$ cat config.mk
export PLATFORM = sky130hd
export DESIGN_NAME = tlbld_top
export DESIGN_NICKNAME = d
export VERILOG_FILES = /design/src/core/tlbld_pkg.sv /design/src/core/tlbld_top.sv
export VERILOG_INCLUDE_DIRS = /design/src /design/src/core
export SDC_FILE = /design/constraint.sdc
export NUM_CORES = 1
export LEC_CHECK = 0
export BUFFER_PORTS_ARGS = -buffer_cell sky130_fd_sc_hd__buf_2
export CORE_ASPECT_RATIO = 0.5
export CORE_UTILIZATION = 48
export DETAILED_ROUTE_END_ITERATION = 8
export GPL_ROUTABILITY_DRIVEN = 0
export PLACE_DENSITY = 0.8
export SKIP_CTS_REPAIR_TIMING = 1
export SLEW_MARGIN = 25
export SYNTH_ARGS = -nofsm -noshare
export SYNTH_HDL_FRONTEND = slang
export SYNTH_SLANG_ARGS = --single-unit
export TNS_END_PERCENT = 30
$ cat constraint.sdc
create_clock -name clk -period 2.3 [get_ports clk]
set_input_delay 0.23 -clock clk [delete_from_list [all_inputs] [get_ports clk]]
set_output_delay 0.23 -clock clk [all_outputs]
set_load 0.01 [all_outputs]
$ cat src/core/tlbld_map.svh
// Field positions, decode values and reset values of the TLB lockdown block
`ifndef TLBLD_MAP_SVH
`define TLBLD_MAP_SVH

// ----------------------------------------------------------------
// Lockdown register fields
// ----------------------------------------------------------------
`define TLBLD_BASE_MSB     31
`define TLBLD_BASE_LSB     27
`define TLBLD_VICTIM_MSB   26
`define TLBLD_VICTIM_LSB   22
`define TLBLD_RETAIN_BIT   0
`define TLBLD_BASE_RST     5'h00
`define TLBLD_VICTIM_RST   5'h00
`define TLBLD_RETAIN_RST   1'b0

// ----------------------------------------------------------------
// Coprocessor decode
// ----------------------------------------------------------------
`define TLBLD_CRN_LOCK     4'ha
`define TLBLD_OPC1_LOCK    3'h0
`define TLBLD_CRM_LOCKREG  4'h0
`define TLBLD_CRM_PRELOAD  4'h1
`define TLBLD_OPC2_DATA    3'h0
`define TLBLD_OPC2_INSTR   3'h1

// ----------------------------------------------------------------
// Fault recording
// ----------------------------------------------------------------
`define TLBLD_ICM_FAULT_FS 4'h4
`define TLBLD_ALIGN_MASK   32'hffff_fffc
`define TLBLD_ZERO_WORD    32'h0000_0000

`endif

$ cat src/core/tlbld_pkg.sv
// Types shared by the TLB lockdown and preload block
package tlbld_pkg;

  typedef enum logic [1:0] {
    TLBLD_IDLE = 2'b00,
    TLBLD_LOOK = 2'b01,
    TLBLD_WALK = 2'b10
  } tlbld_state_e;

  typedef enum logic {
    TLBLD_DATA  = 1'b0,
    TLBLD_INSTR = 1'b1
  } tlbld_side_e;

endpackage : tlbld_pkg

$ cat src/core/tlbld_top.sv
// TLB lockdown registers, round-robin victim selection and preload sequencer
`timescale 1ns/1ps
`include "tlbld_map.svh"

module tlbld_top #(
  parameter int unsigned TLB_ENTRIES = 32,
  parameter int unsigned DESC_W      = 32
) (
  input  wire logic              clk,
  input  wire logic              rst_b,
  input  wire logic              cp_valid,
  input  wire logic              cp_write,
  input  wire logic [2:0]        cp_opc1,
  input  wire logic [3:0]        cp_crn,
  input  wire logic [3:0]        cp_crm,
  input  wire logic [2:0]        cp_opc2,
  input  wire logic [31:0]       cp_wdata,
  input  wire logic              cp_secure,
  input  wire logic              cp_priv,
  output logic                   cp_done,
  output logic                   cp_undef,
  output logic [31:0]            cp_rdata,
  input  wire logic              nonsecure_lock_grant,
  input  wire logic              translation_enable,
  input  wire logic              align_check_enable,
  output logic                   lookup_req,
  output logic                   lookup_side,
  output logic [31:0]            lookup_va,
  input  wire logic              lookup_done,
  input  wire logic              lookup_hit,
  output logic                   walk_req,
  output logic                   walk_side,
  output logic [31:0]            walk_va,
  input  wire logic              walk_done,
  input  wire logic              walk_fault,
  input  wire logic [3:0]        walk_fault_type,
  input  wire logic [DESC_W-1:0] walk_desc,
  input  wire logic              fill_data,
  input  wire logic              fill_instr,
  output logic                   tlb_wr_en,
  output logic                   tlb_wr_side,
  output logic [4:0]             tlb_wr_index,
  output logic [DESC_W-1:0]      tlb_wr_desc,
  output logic                   tlb_wr_retain,
  output logic                   tlb_wr_secure_only,
  output logic [4:0]             victim_data,
  output logic [4:0]             victim_instr,
  output logic [4:0]             lock_base_data,
  output logic [4:0]             lock_base_instr,
  output logic                   retain_data,
  output logic                   retain_instr,
  output logic                   data_abort,
  output logic [31:0]            data_fault_status_reg,
  output logic [31:0]            data_fault_address_reg,
  output logic [31:0]            instr_fault_status_reg
);

  localparam logic [4:0] LAST_ENTRY = 5'(TLB_ENTRIES - 1);

  // ----------------------------------------------------------------
  // Victim rotation
  // ----------------------------------------------------------------
  // wrap to base
  function automatic logic [4:0] tlbld_next_victim(
    input logic [4:0] victim,
    input logic [4:0] base
  );
    logic [4:0] nxt;
    nxt = victim + 5'h01;
    // locked entries skipped
    // Wrap ignores retain, so entries locked earlier stay protected
    if (victim == LAST_ENTRY) begin
      nxt = base;
    end
    return nxt;
  endfunction : tlbld_next_victim

  // ----------------------------------------------------------------
  // Decode
  // ----------------------------------------------------------------
  tlbld_pkg::tlbld_state_e state_reg;
  tlbld_pkg::tlbld_state_e state_next;

  logic        idle;
  logic        c10_hit;
  logic        side_sel;
  logic        lock_acc;
  logic        pre_acc;
  logic        lock_ok;
  logic        pre_ok;
  logic        lock_wr;
  logic        pre_start;
  logic        pre_nop;
  logic [31:0] pre_va;
  logic        walk_ok;
  logic        walk_bad;
  logic        look_miss;
  logic        look_hit;

  assign idle      = (state_reg == tlbld_pkg::TLBLD_IDLE);
  assign c10_hit   = cp_valid && idle && (cp_crn == `TLBLD_CRN_LOCK) && (cp_opc1 == `TLBLD_OPC1_LOCK)
                     && ((cp_opc2 == `TLBLD_OPC2_DATA) || (cp_opc2 == `TLBLD_OPC2_INSTR));
  assign side_sel  = (cp_opc2 == `TLBLD_OPC2_INSTR);
  assign lock_acc  = c10_hit && (cp_crm == `TLBLD_CRM_LOCKREG);
  assign pre_acc   = c10_hit && (cp_crm == `TLBLD_CRM_PRELOAD);
  assign lock_ok   = cp_priv && (cp_secure || nonsecure_lock_grant);
  assign pre_ok    = cp_priv && cp_write;
  assign lock_wr   = lock_acc && lock_ok && cp_write;
  assign pre_nop   = pre_acc && pre_ok && !translation_enable;
  assign pre_start = pre_acc && pre_ok && translation_enable;
  assign pre_va    = align_check_enable ? (cp_wdata & `TLBLD_ALIGN_MASK) : cp_wdata;
  assign look_hit  = (state_reg == tlbld_pkg::TLBLD_LOOK) && lookup_done && lookup_hit;
  assign look_miss = (state_reg == tlbld_pkg::TLBLD_LOOK) && lookup_done && !lookup_hit;
  assign walk_ok   = (state_reg == tlbld_pkg::TLBLD_WALK) && walk_done && !walk_fault;
  assign walk_bad  = (state_reg == tlbld_pkg::TLBLD_WALK) && walk_done && walk_fault;

  always_comb begin
    state_next = state_reg;
    unique case (state_reg)
      tlbld_pkg::TLBLD_IDLE: begin
        if (pre_start) begin
          state_next = tlbld_pkg::TLBLD_LOOK;
        end
      end
      tlbld_pkg::TLBLD_LOOK: begin
        if (look_hit) begin
          state_next = tlbld_pkg::TLBLD_IDLE;
        end else if (look_miss) begin
          state_next = tlbld_pkg::TLBLD_WALK;
        end
      end
      tlbld_pkg::TLBLD_WALK: begin
        if (walk_done) begin
          state_next = tlbld_pkg::TLBLD_IDLE;
        end
      end
      default: begin
        state_next = tlbld_pkg::TLBLD_IDLE;
      end
    endcase
  end

  // ----------------------------------------------------------------
  // Lockdown registers, one per TLB
  // ----------------------------------------------------------------
  logic       side_reg;
  logic       sec_reg;
  logic [4:0] base_reg   [2];
  logic [4:0] victim_reg [2];
  logic       retain_reg [2];

  genvar gs;
  generate
    for (gs = 0; gs < 2; gs++) begin : g_side
      logic sw_wr;
      logic fill;
      assign sw_wr = lock_wr && (side_sel == 1'(gs));
      assign fill  = (walk_ok && (side_reg == 1'(gs))) || ((gs == 0) ? fill_data : fill_instr);

      always_ff @(posedge clk) begin
        if (!rst_b) begin
          base_reg[gs]   <= `TLBLD_BASE_RST;
          victim_reg[gs] <= `TLBLD_VICTIM_RST;
          retain_reg[gs] <= `TLBLD_RETAIN_RST;
        end else if (sw_wr) begin
          base_reg[gs]   <= cp_wdata[`TLBLD_BASE_MSB:`TLBLD_BASE_LSB];
          victim_reg[gs] <= cp_wdata[`TLBLD_VICTIM_MSB:`TLBLD_VICTIM_LSB];
          retain_reg[gs] <= cp_wdata[`TLBLD_RETAIN_BIT];
        end else if (fill) begin
          victim_reg[gs] <= tlbld_next_victim(victim_reg[gs], base_reg[gs]);
        end
      end
    end
  endgenerate

  logic [31:0] lock_rdata;
  assign lock_rdata = {base_reg[side_sel], victim_reg[side_sel], 21'h00_0000, retain_reg[side_sel]};

  // ----------------------------------------------------------------
  // Sequencer and coprocessor answer
  // ----------------------------------------------------------------
  always_ff @(posedge clk) begin
    if (!rst_b) begin
      state_reg   <= tlbld_pkg::TLBLD_IDLE;
      side_reg    <= tlbld_pkg::TLBLD_DATA;
      sec_reg     <= 1'b0;
      lookup_req  <= 1'b0;
      lookup_side <= 1'b0;
      lookup_va   <= `TLBLD_ZERO_WORD;
      walk_req    <= 1'b0;
      walk_side   <= 1'b0;
      walk_va     <= `TLBLD_ZERO_WORD;
      cp_done     <= 1'b0;
      cp_undef    <= 1'b0;
      cp_rdata    <= `TLBLD_ZERO_WORD;
    end else begin
      state_reg <= state_next;
      cp_done   <= (lock_acc || pre_acc) && !pre_start;
      cp_undef  <= (lock_acc && !lock_ok) || (pre_acc && !pre_ok);
      cp_rdata  <= (lock_acc && lock_ok && !cp_write) ? lock_rdata : `TLBLD_ZERO_WORD;
      if (pre_start) begin
        side_reg    <= side_sel;
        sec_reg     <= cp_secure;
        lookup_req  <= 1'b1;
        lookup_side <= side_sel;
        lookup_va   <= pre_va;
      end else if (look_hit || look_miss) begin
        lookup_req <= 1'b0;
      end
      if (look_miss) begin
        walk_req  <= 1'b1;
        walk_side <= side_reg;
        walk_va   <= lookup_va;
      end else if (walk_ok || walk_bad) begin
        walk_req <= 1'b0;
      end
      if (look_hit || walk_ok || walk_bad) begin
        cp_done <= 1'b1;
      end
    end
  end

  // ----------------------------------------------------------------
  // TLB fill and fault recording
  // ----------------------------------------------------------------
  logic [4:0] cur_victim;
  logic       cur_retain;
  assign cur_victim = victim_reg[side_reg];
  assign cur_retain = retain_reg[side_reg];

  always_ff @(posedge clk) begin
    if (!rst_b) begin
      tlb_wr_en              <= 1'b0;
      tlb_wr_side            <= 1'b0;
      tlb_wr_index           <= 5'h00;
      tlb_wr_desc            <= '0;
      tlb_wr_retain          <= 1'b0;
      tlb_wr_secure_only     <= 1'b0;
      data_abort             <= 1'b0;
      data_fault_status_reg  <= `TLBLD_ZERO_WORD;
      data_fault_address_reg <= `TLBLD_ZERO_WORD;
      instr_fault_status_reg <= `TLBLD_ZERO_WORD;
    end else begin
      tlb_wr_en    <= walk_ok;
      data_abort   <= walk_bad;
      if (walk_ok) begin
        tlb_wr_side   <= side_reg;
        tlb_wr_index  <= cur_victim;
        tlb_wr_desc   <= walk_desc;
        tlb_wr_retain <= cur_retain;
        tlb_wr_secure_only <= cur_retain && sec_reg && !nonsecure_lock_grant;
      end
      if (walk_bad) begin
        data_fault_address_reg <= walk_va;
        if (side_reg == tlbld_pkg::TLBLD_DATA) begin
          data_fault_status_reg <= {28'h000_0000, walk_fault_type};
        end else begin
          data_fault_status_reg  <= {28'h000_0000, `TLBLD_ICM_FAULT_FS};
          instr_fault_status_reg <= {28'h000_0000, walk_fault_type};
        end
      end
    end
  end

  // Base and victim visible to the walker for non-preload fills
  always_ff @(posedge clk) begin
    if (!rst_b) begin
      victim_data     <= `TLBLD_VICTIM_RST;
      victim_instr    <= `TLBLD_VICTIM_RST;
      lock_base_data  <= `TLBLD_BASE_RST;
      lock_base_instr <= `TLBLD_BASE_RST;
      retain_data     <= `TLBLD_RETAIN_RST;
      retain_instr    <= `TLBLD_RETAIN_RST;
    end else begin
      victim_data     <= victim_reg[0];
      victim_instr    <= victim_reg[1];
      lock_base_data  <= base_reg[0];
      lock_base_instr <= base_reg[1];
      retain_data     <= retain_reg[0];
      retain_instr    <= retain_reg[1];
    end
  end

endmodule : tlbld_top

== Word-level counts from Yosys, hierarchy flattened ==
Memory sizes are Yosys's and may differ from the RTL's. A register that Yosys moved wholly into a read port is not among the register bits.
Cells that the tools add are included.

* Register bits: 219
* RAM bits: 22
* Input bits: 97
* Logic and storage cells: 154
* Memories: 3

{| class="wikitable"
|+ Memories
! memory !! depth !! width !! read ports !! clocked after Yosys merged registers in !! write ports !! line !! text
|-
| base_reg || 2 || 5 || 3 || 1 || 2 || tlbld_top.sv:148 || <nowiki>logic [4:0] base_reg [2];</nowiki>
|-
| victim_reg || 2 || 5 || 4 || 2 || 2 || tlbld_top.sv:149 || <nowiki>logic [4:0] victim_reg [2];</nowiki>
|-
| retain_reg || 2 || 1 || 4 || 4 || 2 || tlbld_top.sv:150 || <nowiki>logic retain_reg [2];</nowiki>
|}

* Add/sub/neg operators: 2
* Equal/unequal tests: 10
* Mux-type cells: 45
* Bitwise logic cells: 10
* Reduce and logical (&&, ||, !) cells: 60

{| class="wikitable"
|+ Operator list
! kind !! number
|-
| 5-bit 2-to-1 mux || 14
|-
| 1-bit logical AND || 28
|-
| 1-bit 2-to-1 mux || 24
|-
| 1-bit zero test || 13
|-
| 5-bit by 1-bit adder with 5-bit output, second input constant || 2
|-
| 5-bit == test, second input constant || 2
|-
| 1-bit logical OR || 10
|-
| 2-bit 2-to-1 mux || 5
|-
| 1-bit OR || 8
|-
| 3-bit zero test || 2
|-
| 2-bit case mux with 3 select lines || 1
|-
| 4-bit by 1-bit == test with 1-bit output, second input constant || 1
|-
| 4-bit == test, second input constant || 1
|-
| 4-bit zero test || 1
|-
| 4-bit 2-to-1 mux || 1
|-
| 2-bit AND reduction || 2
|-
| 2-bit nonzero test || 2
|-
| 3-bit by 1-bit == test with 1-bit output, second input constant || 1
|-
| 3-bit != test, second input constant || 1
|-
| 3-bit AND reduction || 1
|-
| 2-bit by 1-bit == test with 1-bit output, second input constant || 1
|-
| 2-bit == test, second input constant || 1
|-
| 2-bit zero test || 1
|-
| 2-bit by 1-bit != test with 1-bit output, second input constant || 1
|-
| other kinds (2) || 3
|}

== Longest topological paths before layout ==
* Depth after elaboration: 14
* Depth in mapped cells: 8

== Least setup slack after synthesis ==
Ideal clock, no wire load.

* Path type: register to register
* Start: memory victim_reg[0][0]
* End: memory victim_reg[0][2], data pin
* Setup time: 0.147 ns
* Arrival: 1.733 ns
* Setup slack: 0.420 ns
* Cell stages (with the launch flop): 9
* Path through: edfxtp_1 -> ha_1 -> and3_1 -> ha_1 -> buf_1 -> nor2_1 -> a21oi_1 -> or3_1 -> a21oi_1

{| class="wikitable"
|+ RTL lines
! item !! line
|-
| start, declared || tlbld_top.sv:149
|}

==> results_dict.tcl <==
set metrics [dict create \
    outcome "complete, but fails checks" \
    violations "hold timing" \
    antenna_left 0 \
    area.growth.synth_to_final_pct 25.5 \
    yosys.cell_types.count 39 \
    drive_above_1_share 0.270 \
    worst_slack_ns 0.246 \
    hold-path-endpoint "tlb_wr_desc[27]$_SDFFE_PN0P_" \
    cts_htree_levels 1 \
    finalCriticalPeriod_ns 2.05 \
    via_per_inst 4.94 \
    grt_max_degree 57 \
    p_int_mw 5.53 \
    antenna_found_initial 1 \
    synth_area_mm2 0.00828 \
    die_h_um 94.8 \
    power_leakage_nw 4.61 \
    grt-ovfl-total 0 \
    slew_headroom 0.507 \
    cts_tree "yes" \
    synth_area_leaders "dfxtp_1, nand2_1, a21oi_1" \
    routedWlPerCell_um 14.6 \
    synth.most_common_cell "nand2_1" \
    pin_count 359 \
    port_buffers 281 \
    start_util 0.499 \
    startpoint_type "flop" \
    seq_area_mm2 0.00443 \
    yosysTopAreaCell "dfxtp_1" \
    yosysSeqAreaShare 0.536 \
    drtIter0Drc 316 \
    multiInputGateArea_mm2 0.00325 \
    cts_sinks 211 \
    ir_worst_vdd_v 0.000543 \
    hold_slack_ns -0.0130 \
    reg2regPathDepth 4 \
    vias 7411 \
    core_mm2 0.0166 \
    cts_buffer_depth 3 \
    yosys-top-cells-count "nand2_1, dfxtp_1, a21oi_1" \
    ys_ff_latch 211 \
    cp_data_required_time_ns 2.48 \
    cp-startpoint "state_reg[1]$_SDFFE_PN0P_" \
    clk_pin_slew_ns 0.07 \
    fin_area_mm2 0.0104 \
    maxClockFrequency_mhz 487 \
    min_path_cells 3 \
    preCtsSetupSlack_ns 0.247 \
    cts.root.buffer_cell "clkbuf_16" \
    grt_pass1_wl_um 32900 \
    finalCritPeriodShare 0.893 \
    die_w_um 188 \
    switching_share 0.223 \
    drv_slew 0 \
    dp_hpwl_um 15800 \
    power_frac_seq 0.533 \
    rsz0062_at_grt "false" \
    die_area_mm2 0.0178 \
    finalClockSkew_ns 0.00806 \
    worstHoldPathType "input port to flop" \
    p_sw_mw 1.59 \
    async_flop_share 0 \
    clock_power_share 0.414 \
    power_density_mw_per_mm2 685 \
    cts_buffers 19 \
    worstPathMaxFanout 8 \
    maxCapViolCount 0 \
    setup_viol 0 \
    pwr-share-comb 0.053 \
    grt_pass1_vias 6630 \
    critical_path_class "flop to flop" \
    drc 0 \
    critPathCaptureType "flop" \
    dpl_cell_area_mm2 0.00959 \
    setup-tns-final_ns 0 \
    syn-instance-count 979 \
    synth-warning-count 0 \
    rows 33 \
    ys.flop_type "dfxtp_1" \
    routed_wl_um 22000 \
    hold_violations 13 \
    n_fill_cell 1482 \
    synth_top_cell_area_share 0.460 \
    grtUsageTotal 0.228 \
    r2r_end "victim_reg[1][2]$_SDFFCE_PN0P_" \
    clk_latency_ns 0.48 \
    r2r_slack_ns 0.25 \
    hold_start "walk_desc[27]" \
    cp.arrival_ns 2.23 \
    worst_pin_slew_ns 0.740 \
    layout.nets 1359 \
    syn_avg_cell_area_um2 8.45 \
    synth_edf_count 21 \
    timing.rr.start "state_reg[1]$_SDFFE_PN0P_" \
    dr.pass1.iters 5 \
]
## logic make-up after synthesis
| logic type | Yosys count | share of synthesized area |
|---|---|---|
| buffers and inverters | 146 | 0.107 |
| multiplexers | 11 | 0.0136 |
| XOR/XNOR | 4 | 0.00423 |
| flip-flops | 211 | 0.536 |
| adder cells (fa/ha/maj) | 4 | 0.00605 |
| AO/OA/AOI/OAI | 183 | 0.113 |
| AND/OR/NAND/NOR | 419 | 0.220 |
| other | 1 | 0.000453 |
## metal layers
metal  up-vias  global-route usage  wire (um)
met5         -                   0          0
met4         0              0.0989        797
met3        61              0.0375       1150
met2       272               0.406      11000
met1      3480               0.276       9040
li1       3598                   -          -
## worst max-delay path by stage
stage                                endpoint  cells past startpoint
6_report       victim_reg[1][2]$_SDFFCE_PN0P_                      4
2_1_floorplan      victim_reg[0][2]$_DFFE_PP_                      8
3_5_place_dp   victim_reg[1][2]$_SDFFCE_PN0P_                      5
4_1_cts        victim_reg[1][3]$_SDFFCE_PN0P_                      4
5_1_grt        victim_reg[1][2]$_SDFFCE_PN0P_                      4
3_3_place_gp   victim_reg[1][0]$_SDFFCE_PN0P_                      4
## layout make-up
type | count | area share
diodes | 2 | 0.000482
multi-input cells | 698 | 0.313
inverters | 6 | 0.00241
repair buffers | 322 | 0.175
clock inverters | 7 | 0.00337
well taps | 227 | 0.0274
flip-flops and latches | 211 | 0.427
clock buffers | 26 | 0.0512
## worst max-delay path, cell delays in order (launching register included)
cell and delay [ns]:
dfxtp_1 0.34, nor4_1 0.33, and4_1 0.38, nand4_1 0.40, nand3_2 0.30
## metrics by stage
stage / instances / hold WS [ns] / power [mW] / utilization
2_1_floorplan: 1055 / 0.366 / 4.14 / -
6_report: 1499 / -0.0130 / 7.12 / 0.626
3_3_place_gp: 1443 / 0.439 / 4.21 / 0.578
4_1_cts: 1476 / -0.0277 / 7.14 / 0.612
5_1_grt: 1498 / 0.000484 / 7.35 / 0.625
3_5_place_dp: 1443 / 0.443 / 4.22 / 0.578
## power groups by stage
stage / Clock [mW] / Combinational [mW] / Sequential (mW)
after floorplan: 0 / 0.272 / 3.87
after global placement: 0 / 0.338 / 3.87
after detailed placement: 0 / 0.345 / 3.87
after CTS: 3.00 / 0.347 / 3.79
after global routing: 3.14 / 0.416 / 3.79
final: 2.95 / 0.379 / 3.79
## layout by cell type (no fill, tap or decap), types with 2 or more instances in the layout
cell and instances:
buf_12 4, and3_1 9, o21ai_0 6, nand2b_1 2, conb_1 77, buf_2 281, diode_2 2, clkinv_2 7
clkbuf_8 3, xor2_1 2, or3b_2 2, nand4_1 2, nand3b_1 5, mux2i_1 9, a21oi_1 171, buf_4 16
edfxtp_1 21, nor2_2 2, clkbuf_16 19, nand3_1 17, a211oi_1 5, nand2_1 305, dlygate4sd3_1 21, xnor2_1 2
clkbuf_1 4, or3_1 4, dfxtp_1 190, and2_1 35, ha_1 4, nor2_1 20, mux2_2 2, and4_1 3
nor3_1 3, inv_1 5
(Power assumes the default switching activity.)
